**src/shared/radio_cfg_pkg.sv**
```systemverilog
// Constants, field layouts and types of the deviation / state-machine / power-on configuration bank.
// Assumes a single crystal-derived clock at 125 MHz and a register port fed by the serial control decoder.
package radio_cfg_pkg;

	// ----------------------------------------------------------------
	// Register map
	// ----------------------------------------------------------------
	localparam int          ADDR_W          = 6;
	localparam logic [5:0]  ADDR_DEVIATION  = 6'h15;
	localparam logic [5:0]  ADDR_SM_CFG_B   = 6'h17;
	localparam logic [5:0]  ADDR_SM_CFG_A   = 6'h18;
	localparam logic [5:0]  ADDR_RESERVED20 = 6'h20;

	localparam logic [7:0]  RST_DEVIATION   = 8'h47;
	localparam logic [7:0]  RST_SM_CFG_B    = 8'h30;
	localparam logic [7:0]  RST_SM_CFG_A    = 8'h04;
	localparam logic [7:0]  RST_RESERVED20  = 8'hf8;

	localparam logic [7:0]  MASK_DEVIATION  = 8'h77;
	localparam logic [7:0]  MASK_SM_CFG_B   = 8'h3f;
	localparam logic [7:0]  MASK_SM_CFG_A   = 8'h3f;
	localparam logic [7:0]  MASK_RESERVED20 = 8'hfb;

	// ----------------------------------------------------------------
	// Field positions
	// ----------------------------------------------------------------
	localparam int DEV_M_LSB      = 0;
	localparam int DEV_E_LSB      = 4;
	localparam int POST_TX_LSB    = 0;
	localparam int AUTOCAL_LSB    = 4;
	localparam int SETTLE_SEL_LSB = 2;
	localparam int KEEP_OSC_BIT   = 0;

	localparam logic [1:0] POST_TX_IDLE     = 2'h0;
	localparam logic [1:0] POST_TX_SYNTH_ON = 2'h1;
	localparam logic [1:0] POST_TX_STAY     = 2'h2;

	localparam logic [1:0] CAL_NEVER        = 2'h0;
	localparam logic [1:0] CAL_FROM_IDLE    = 2'h1;
	localparam logic [1:0] CAL_TO_IDLE      = 2'h2;
	localparam logic [1:0] CAL_EVERY_FOURTH = 2'h3;
	localparam logic [1:0] CAL_FOURTH_COUNT = 2'h3;

	// ----------------------------------------------------------------
	// Timing
	// ----------------------------------------------------------------
	localparam int CLK_PERIOD_PS    = 8000;
	localparam int EXPIRE_TIME_PS   = 2300000;
	localparam int EXPIRE_CYCLES    = (EXPIRE_TIME_PS + CLK_PERIOD_PS - 1) / CLK_PERIOD_PS;
	localparam int SETTLE_W         = 9;
	localparam logic [8:0] SETTLE_COUNT_0 = 9'h001;
	localparam logic [8:0] SETTLE_COUNT_1 = 9'h010;
	localparam logic [8:0] SETTLE_COUNT_2 = 9'h040;
	localparam logic [8:0] SETTLE_COUNT_3 = 9'h100;

	localparam int DEV_W = 12;

	typedef enum logic [1:0] {
		NEXT_IDLE,
		NEXT_SYNTH_ON,
		NEXT_TX_PREAMBLE
	} post_state_t;

endpackage

```
**src/design/radio_deviation_state_config.sv**
```systemverilog
// Configuration bank for frequency deviation, post-transmit state, auto-calibration and power-on settling.
// Assumes the serial control decoder presents register accesses on this clock; oscStarted comes from analog.
`timescale 1ns/100ps
module radio_deviation_state_config #(
	parameter int EXPIRE_CYCLES = radio_cfg_pkg::EXPIRE_CYCLES
) (
	// Clock and reset
	input  wire logic                             clock,
	input  wire logic                             resetn,
	// Register port from serial control decoder
	input  wire logic [radio_cfg_pkg::ADDR_W-1:0] regAddr,
	input  wire logic [7:0]                       regWriteData,
	input  wire logic                             regWrite,
	input  wire logic                             regRead,
	output logic [7:0]                            regReadData,
	// Modulator
	input  wire logic                             fskMode,
	input  wire logic                             txSymbol,
	output logic [radio_cfg_pkg::DEV_W-1:0]       freqOffset,
	// Radio state machine events
	input  wire logic                             packetDone,
	input  wire logic                             idleToTx,
	input  wire logic                             txToIdleAuto,
	input  wire logic                             manualCalibrateStrobe,
	output radio_cfg_pkg::post_state_t            postTxNextState,
	output logic                                  postTxNextValid,
	output logic                                  calibrateRequest,
	// Oscillator control and status
	input  wire logic                             sleepState,
	input  wire logic                             oscStarted,
	output logic                                  oscEnable,
	output logic                                  oscStableFlag,
	output logic                                  chipReady_n
);

	typedef struct packed {
		logic [7:0]                      deviation;
		logic [7:0]                      smCfgB;
		logic [7:0]                      smCfgA;
		logic [7:0]                      reserved20;
		logic [7:0]                      readData;
		logic [radio_cfg_pkg::DEV_W-1:0] offset;
		radio_cfg_pkg::post_state_t      nextState;
		logic                            nextValid;
		logic                            cal;
		logic [1:0]                      autoCount;
		logic                            oscEn;
		logic                            stable;
		logic                            readyN;
		logic                            startMeta;
		logic                            startSync;
	} state_t;

	state_t st_r;
	state_t st_nxt;
	logic   settled;

	logic [2:0]  devExpFull;
	logic [3:0]  devMant4;
	logic [10:0] devMagnitude;
	logic [1:0]  postField;
	logic [1:0]  autocalField;
	logic [3:0]  wrSel;
	logic [3:0]  rdSel;

	// ----------------------------------------------------------------
	// Address decode
	// ----------------------------------------------------------------
	// One-hot register select; an unmapped address selects nothing, so writes there are dropped
	function automatic logic [3:0] reg_select(input logic [radio_cfg_pkg::ADDR_W-1:0] addr);
		case (addr)
			radio_cfg_pkg::ADDR_DEVIATION:  reg_select = 4'h1;
			radio_cfg_pkg::ADDR_SM_CFG_B:   reg_select = 4'h2;
			radio_cfg_pkg::ADDR_SM_CFG_A:   reg_select = 4'h4;
			radio_cfg_pkg::ADDR_RESERVED20: reg_select = 4'h8;
			default:                        reg_select = 4'h0;
		endcase
	endfunction

	assign wrSel = regWrite ? reg_select(regAddr) : 4'h0;
	assign rdSel = reg_select(regAddr);

	// ----------------------------------------------------------------
	// Settle counter
	// ----------------------------------------------------------------
	osc_settle_counter #(
		.EXPIRE_CYCLES (EXPIRE_CYCLES)
	) settleCounter (
		.clock        (clock),
		.resetn       (resetn),
		.oscRunning   (st_r.startSync),
		.settleSelect (st_r.smCfgA[radio_cfg_pkg::SETTLE_SEL_LSB +: 2]),
		.settled      (settled)
	);

	// ----------------------------------------------------------------
	// Field decode
	// ----------------------------------------------------------------
	assign devExpFull   = st_r.deviation[radio_cfg_pkg::DEV_E_LSB +: 3];
	assign devMant4     = {1'b1, st_r.deviation[radio_cfg_pkg::DEV_M_LSB +: 3]};
	// Exponent 7 with mantissa 15 fills all eleven bits
	// Deviation in crystal/2^17 steps
	assign devMagnitude = 11'(devMant4) << devExpFull;
	assign postField    = st_r.smCfgB[radio_cfg_pkg::POST_TX_LSB +: 2];
	assign autocalField = st_r.smCfgA[radio_cfg_pkg::AUTOCAL_LSB +: 2];

	always_comb begin
		st_nxt = st_r;

		// ------------------------------------------------------------
		// Register port
		// ------------------------------------------------------------
		// Unused bits masked on write
		if (wrSel[0])
			st_nxt.deviation  = regWriteData & radio_cfg_pkg::MASK_DEVIATION;
		if (wrSel[1])
			st_nxt.smCfgB     = regWriteData & radio_cfg_pkg::MASK_SM_CFG_B;
		if (wrSel[2])
			st_nxt.smCfgA     = regWriteData & radio_cfg_pkg::MASK_SM_CFG_A;
		if (wrSel[3])
			st_nxt.reserved20 = regWriteData & radio_cfg_pkg::MASK_RESERVED20;
		// Read data holds between reads; a write in the same cycle is not yet visible
		if (regRead) begin
			st_nxt.readData = ({8{rdSel[0]}} & st_r.deviation)
			                | ({8{rdSel[1]}} & st_r.smCfgB)
			                | ({8{rdSel[2]}} & st_r.smCfgA)
			                | ({8{rdSel[3]}} & st_r.reserved20);
		end

		// ------------------------------------------------------------
		// Deviation
		// ------------------------------------------------------------
		// Down for zero, up for one
		if (!fskMode)
			st_nxt.offset = '0;
		else if (txSymbol)
			st_nxt.offset = {1'b0, devMagnitude};
		else
			st_nxt.offset = 12'(-{1'b0, devMagnitude});

		// ------------------------------------------------------------
		// Post-transmit state
		// ------------------------------------------------------------
		// State holds until the next packet; valid marks each update
		st_nxt.nextValid = packetDone;
		if (packetDone) begin
			case (postField)
				radio_cfg_pkg::POST_TX_SYNTH_ON: st_nxt.nextState = radio_cfg_pkg::NEXT_SYNTH_ON;
				radio_cfg_pkg::POST_TX_STAY:     st_nxt.nextState = radio_cfg_pkg::NEXT_TX_PREAMBLE;
				default:                         st_nxt.nextState = radio_cfg_pkg::NEXT_IDLE;
			endcase
		end

		// ------------------------------------------------------------
		// Calibration
		// ------------------------------------------------------------
		// Calibration trigger select
		st_nxt.cal = manualCalibrateStrobe;
		case (autocalField)
			radio_cfg_pkg::CAL_FROM_IDLE: begin
				if (idleToTx)
					st_nxt.cal = 1'b1;
			end
			radio_cfg_pkg::CAL_TO_IDLE: begin
				if (txToIdleAuto)
					st_nxt.cal = 1'b1;
			end
			radio_cfg_pkg::CAL_EVERY_FOURTH: begin
				if (txToIdleAuto) begin
					// Count survives setting changes; only returns in this setting advance it
					st_nxt.autoCount = st_r.autoCount + 1'b1;
					if (st_r.autoCount == radio_cfg_pkg::CAL_FOURTH_COUNT)
						st_nxt.cal = 1'b1;
				end
			end
			default: ;
		endcase

		// ------------------------------------------------------------
		// Oscillator
		// ------------------------------------------------------------
		// Keep running in sleep
		st_nxt.oscEn     = !sleepState || st_r.smCfgA[radio_cfg_pkg::KEEP_OSC_BIT];
		// Two flops: the oscillator start comes from the analog side
		st_nxt.startMeta = oscStarted;
		st_nxt.startSync = st_r.startMeta;
		st_nxt.stable    = settled;
		st_nxt.readyN    = !settled;
	end

	always_ff @(posedge clock or negedge resetn) begin
		if (!resetn) begin
			// Outputs leave reset idle: oscillator on, chip not ready
			st_r            <= '0;
			st_r.deviation  <= radio_cfg_pkg::RST_DEVIATION;
			st_r.smCfgB     <= radio_cfg_pkg::RST_SM_CFG_B;
			st_r.smCfgA     <= radio_cfg_pkg::RST_SM_CFG_A;
			st_r.reserved20 <= radio_cfg_pkg::RST_RESERVED20;
			st_r.nextState  <= radio_cfg_pkg::NEXT_IDLE;
			st_r.oscEn      <= 1'b1;
			st_r.readyN     <= 1'b1;
		end else begin
			st_r <= st_nxt;
		end
	end

	// ----------------------------------------------------------------
	// Outputs
	// ----------------------------------------------------------------
	assign regReadData      = st_r.readData;
	assign freqOffset       = st_r.offset;
	assign postTxNextState  = st_r.nextState;
	assign postTxNextValid  = st_r.nextValid;
	assign calibrateRequest = st_r.cal;
	assign oscEnable        = st_r.oscEn;
	assign oscStableFlag    = st_r.stable;
	assign chipReady_n      = st_r.readyN;

endmodule

```
**src/design/osc_settle_counter.sv**
```systemverilog
// Power-on settle counter: counts expirations of a fixed prescaler while the oscillator runs.
// Assumes oscRunning is already synchronised to clock.
`timescale 1ns/100ps
module osc_settle_counter #(
	parameter int EXPIRE_CYCLES = radio_cfg_pkg::EXPIRE_CYCLES,
	parameter int PRE_W         = $clog2(EXPIRE_CYCLES + 1)
) (
	// Clock and reset
	input  wire logic       clock,
	input  wire logic       resetn,
	// Control
	input  wire logic       oscRunning,
	input  wire logic [1:0] settleSelect,
	// Result
	output logic            settled
);

	typedef struct packed {
		logic [PRE_W-1:0]                    pre;
		logic [radio_cfg_pkg::SETTLE_W-1:0]  expired;
		logic                                done;
	} settle_t;

	settle_t s_r;
	settle_t s_nxt;
	logic [radio_cfg_pkg::SETTLE_W-1:0] target;

	assign settled = s_r.done;

	always_comb begin
		case (settleSelect)
			2'h0:    target = radio_cfg_pkg::SETTLE_COUNT_0;
			2'h1:    target = radio_cfg_pkg::SETTLE_COUNT_1;
			2'h2:    target = radio_cfg_pkg::SETTLE_COUNT_2;
			default: target = radio_cfg_pkg::SETTLE_COUNT_3;
		endcase
	end

	always_comb begin
		s_nxt = s_r;
		if (!oscRunning) begin
			// Oscillator stopped: settling must start over
			s_nxt = '0;
		end else if (!s_r.done) begin
			if (s_r.pre == PRE_W'(EXPIRE_CYCLES - 1)) begin
				s_nxt.pre     = '0;
				s_nxt.expired = s_r.expired + 1'b1;
				if (s_nxt.expired >= target)
					s_nxt.done = 1'b1;
			end else begin
				s_nxt.pre = s_r.pre + 1'b1;
			end
		end
	end

	always_ff @(posedge clock or negedge resetn) begin
		if (!resetn)
			s_r <= '0;
		else
			s_r <= s_nxt;
	end

endmodule

```
**config.mk**
```make
export PLATFORM = sky130hd
export DESIGN_NAME = radio_deviation_state_config
export DESIGN_NICKNAME = d
export VERILOG_FILES = /design/src/shared/radio_cfg_pkg.sv /design/src/design/radio_deviation_state_config.sv /design/src/design/osc_settle_counter.sv
export SDC_FILE = /design/constraint.sdc
export NUM_CORES = 1
export LEC_CHECK = 0
export BUFFER_PORTS_ARGS = -buffer_cell sky130_fd_sc_hd__buf_2
export CAP_MARGIN = 20
export CELL_PAD_IN_SITES_DETAIL_PLACEMENT = 1
export CELL_PAD_IN_SITES_GLOBAL_PLACEMENT = 1
export CORE_ASPECT_RATIO = 1.1
export CORE_MARGIN = 3
export CORE_UTILIZATION = 49
export DETAILED_ROUTE_END_ITERATION = 10
export PLACE_DENSITY = 0.84
export SLEW_MARGIN = 25
export SYNTH_ARGS = -nofsm -noshare
export SYNTH_HDL_FRONTEND = slang
export SYNTH_SLANG_ARGS = --single-unit
```
**constraint.sdc**
```tcl
create_clock -name clock -period 4.51 [get_ports clock]
set_input_delay 0 -clock clock [delete_from_list [all_inputs] [get_ports clock]]
set_output_delay 0 -clock clock [all_outputs]
set_load 0.01 [all_outputs]
```
==> flow_summary.ini <==
[outcome]
status = complete, no violations

[finish]
fillCellCount = 904
drive_above_1_share_pct = 27.02
antenna_cells = 0
syn_to_final_growth_pct = 13.56
seq_area_um2 = 1894
utilization_pct = 57.30
fin_nets = 465
multi_input_area_um2 = 1836

[cts]
cts_tree = built
clk_latency_ps = 350
cts_buffers = 9
cts.sinks = 75
path_clk_slew_ps = 80
cts-root-buf = clkbuf_8
cts-resized-gates = 0
cts_buffer_depth = 2
htree_levels = 3

[drt]
viasPerCell = 5.599
via_count = 3029
drt-total-wl_mm = 9.579
drtIter0Drc = 123
ant_nets = 0
drt_first_pass_iters = 4
drc = 0
wl_per_cell_um = 17.71

[die]
num_io_pins = 53
row_count = 34
initial_utilization_pct = 50.46
die_w_um = 92.30
fp.dieArea_um2 = 9315
core_area_um2 = 7955
die_h_um = 100.9

[global_route]
grt_pass1_wl_mm = 15.93
grt_overflow = 0
grt_start_max_net_pins = 76
grtUsageTotal_pct = 21.78
grt_pass1_vias = 3303
antenna_found_initial = 0

[critical_path]
required_ps = 4740
r2r_slack_ps = 2230
path_cells = nor2_1, ha_1, or3b_2, o41ai_1, a21oi_1, o31ai_1, a31oi_1
startpoint_type = register
cp_num_buf_inv = 0
path_max_fanout = 6
rr_worst_depth = 7
cpPeakStageDelay_ps = 580
slowest_stage = dfstp_2
cp_data_arrival_time_ps = 2520
path_class = register to register
cp_top_family = compound AO/OA/AOI/OAI gates
timing.rr.start = st_r[41]
reg2reg_to = settleCounter.settled
end_kind = register

[place]
globalplace.congestion = 0.8509
place.port_buffers = 52
dp_hpwl_mm = 6.533

[logic_synthesis]
synthTopCellsByCount = 61 x dfrtp_1, 31 x nand2_1, 28 x mux2_2
syn_area_um2 = 4014
synth_top_area_share_pct = 38.03
synth_simple_gate_area_share_pct = 16.71
synth.distinct_cells = 57
async_flop_share_pct = 100.0
synth_area_per_cell_um2 = 10.45
synthXorXnorAreaFrac_pct = 4.800
synth_top_family_by_area = simple AND/OR/NAND/NOR gates
synth.most_common_cell = dfrtp_1
synthTopCellsByArea = dfrtp_1 38%, dfstp_2 9.2%, mux2_2 7.9%
yosysSeqAreaShare_pct = 47.19
yosysTopAreaCell = dfrtp_1
synth_compound_area_share_pct = 11.44
ys.flop_type = dfrtp_1
yosysWarnings = 0
synth_mux_area_share_pct = 9.352
synth_cells = 384
synth_seq_cells = 75
synthAdderAreaFrac_pct = 3.429
postSynthNetCount = 421
synth_edf_count = 0

[power_and_ir_drop]
power_mw = 1.632
leakage_nw = 2.064
p_per_area_nw_per_um2 = 357.9
ir_drop_v = 0.0001920

[sta]
fin_skew_ps = 9.700
tns_ps = 0
setup_viol = 0
period_needed_ps = 2281
final-hold-violation-count = 0
rsz0062_at_grt = false
fin_crit_sh_pct = 50.57
tightest_slew_ps = 923.5
slew_headroom_pct = 38.43
fmax_mhz = 438.5
drv_slew = 0

[min_path]
min_path_type = input pin to register
worstHoldStart = regRead
whs_endpoint = regReadData[3]
whs_path_depth = 2

[job]
drv_cap = 0
## kinds of logic (layout without fill, tap and decap cells)
family                   count (synthesis)  after routing
AND/OR/NAND/NOR                        127            127
flip-flops                              75             75
AO/OA/AOI/OAI                           64             64
buffers and inverters                   51            100
multiplexers                            34             34
XOR/XNOR                                22             22
adder cells (fa/ha/maj)                 11             11
## layer usage
metal / vias to the layer above / track usage [%] / share of wire [%]
met1: 1534 / 25.54 / 42
li1: 1426 / - / -
met3: 12 / 3.062 / 2.8
met2: 57 / 40.06 / 53
met5: - / 0 / 0
met4: 0 / 8.800 / 1.7
## through the flow
| step | setup slack, ps | instance area, um2 | std cells | hold slack, ps |
|---|---|---|---|---|
| after floorplan | 2489 | 4014 | 384 | -295.6 |
| after global placement | 2414 | 4184 | 508 | 109.4 |
| after detailed placement | 2238 | 4184 | 508 | 113.4 |
| after CTS | 2226 | 4558 | 541 | 40.47 |
| after global routing | 2186 | 4558 | 541 | 78.98 |
| final | 2229 | 4558 | 541 | 54.64 |
## worst register-to-register path: cells and delay by family (launching register included)
kind            cells  cell delay [ps]
compound gates      4              790
fa+ha+maj           1              260
flops               1              580
simple gates        2              530
## sequential cells by signal, indices dropped and copies added, names as in the netlist
signal,flops
postField,2
oscEnable,1
autocalField,2
devMant4,3
freqOffset,12
postTxNextState,2
st_nxt,1
devExpFull,3
st_r,18
settleCounter.settled,1
calibrateRequest,1
regReadData,8
chipReady_n,1
oscStableFlag,1
settleCounter.s_r,18
postTxNextValid,1
## timing repair
item / 4_1_cts / 5_1_grt
buffers inserted: 0 / 0
endpoints found under the setup margin: 0 / 0
hold buffers: 17 / 0
endpoints found under the hold margin: 97 / 0
## how the worst max path moves through the flow
stage | startpoint | to | depth (start not counted) | slack [ps]
after floorplan | st_r[41] | settleCounter.settled | 7 | 2490
after global placement | st_r[41] | settleCounter.settled | 7 | 2410
after detailed placement | st_r[41] | settleCounter.settled | 7 | 2240
after CTS | st_r[41] | settleCounter.settled | 7 | 2230
after global routing | settleCounter.s_r[1] | settleCounter.settled | 10 | 2190
final | st_r[41] | settleCounter.settled | 7 | 2230
## power by group
group	internal, mW	switching (mW)	leakage [nW]
clock network	0.285	0.253	0.106
logic	0.134	0.150	1.00
registers	0.746	0.0623	0.955
## cell usage in the layout, fill, tap and decap left out, types with 7 or more instances in the layout
master,Yosys,final
clkbuf_8,0,11
a21oi_1,10,10
and2_1,12,12
nor2b_1,11,11
a31oi_1,7,7
ha_1,11,11
inv_1,14,14
buf_2,2,51
xnor2_1,14,14
dfrtp_1,61,61
dfstp_2,14,14
nand3_1,9,9
mux2_2,28,28
xor2_1,8,8
o21ai_0,11,11
nor2_1,27,27
nand2_1,31,31
dlygate4sd3_1,0,17
## area by class of cell
class                   count  area share (%)
repair buffers             69           9.498
clock buffers              12           3.404
inverters                  15           1.235
well taps                 108           2.965
clock inverters             4           1.071
multi-input cells         258           40.27
flip-flops and latches     75           41.56
No activity file was read; power rests on OpenSTA's default activity.
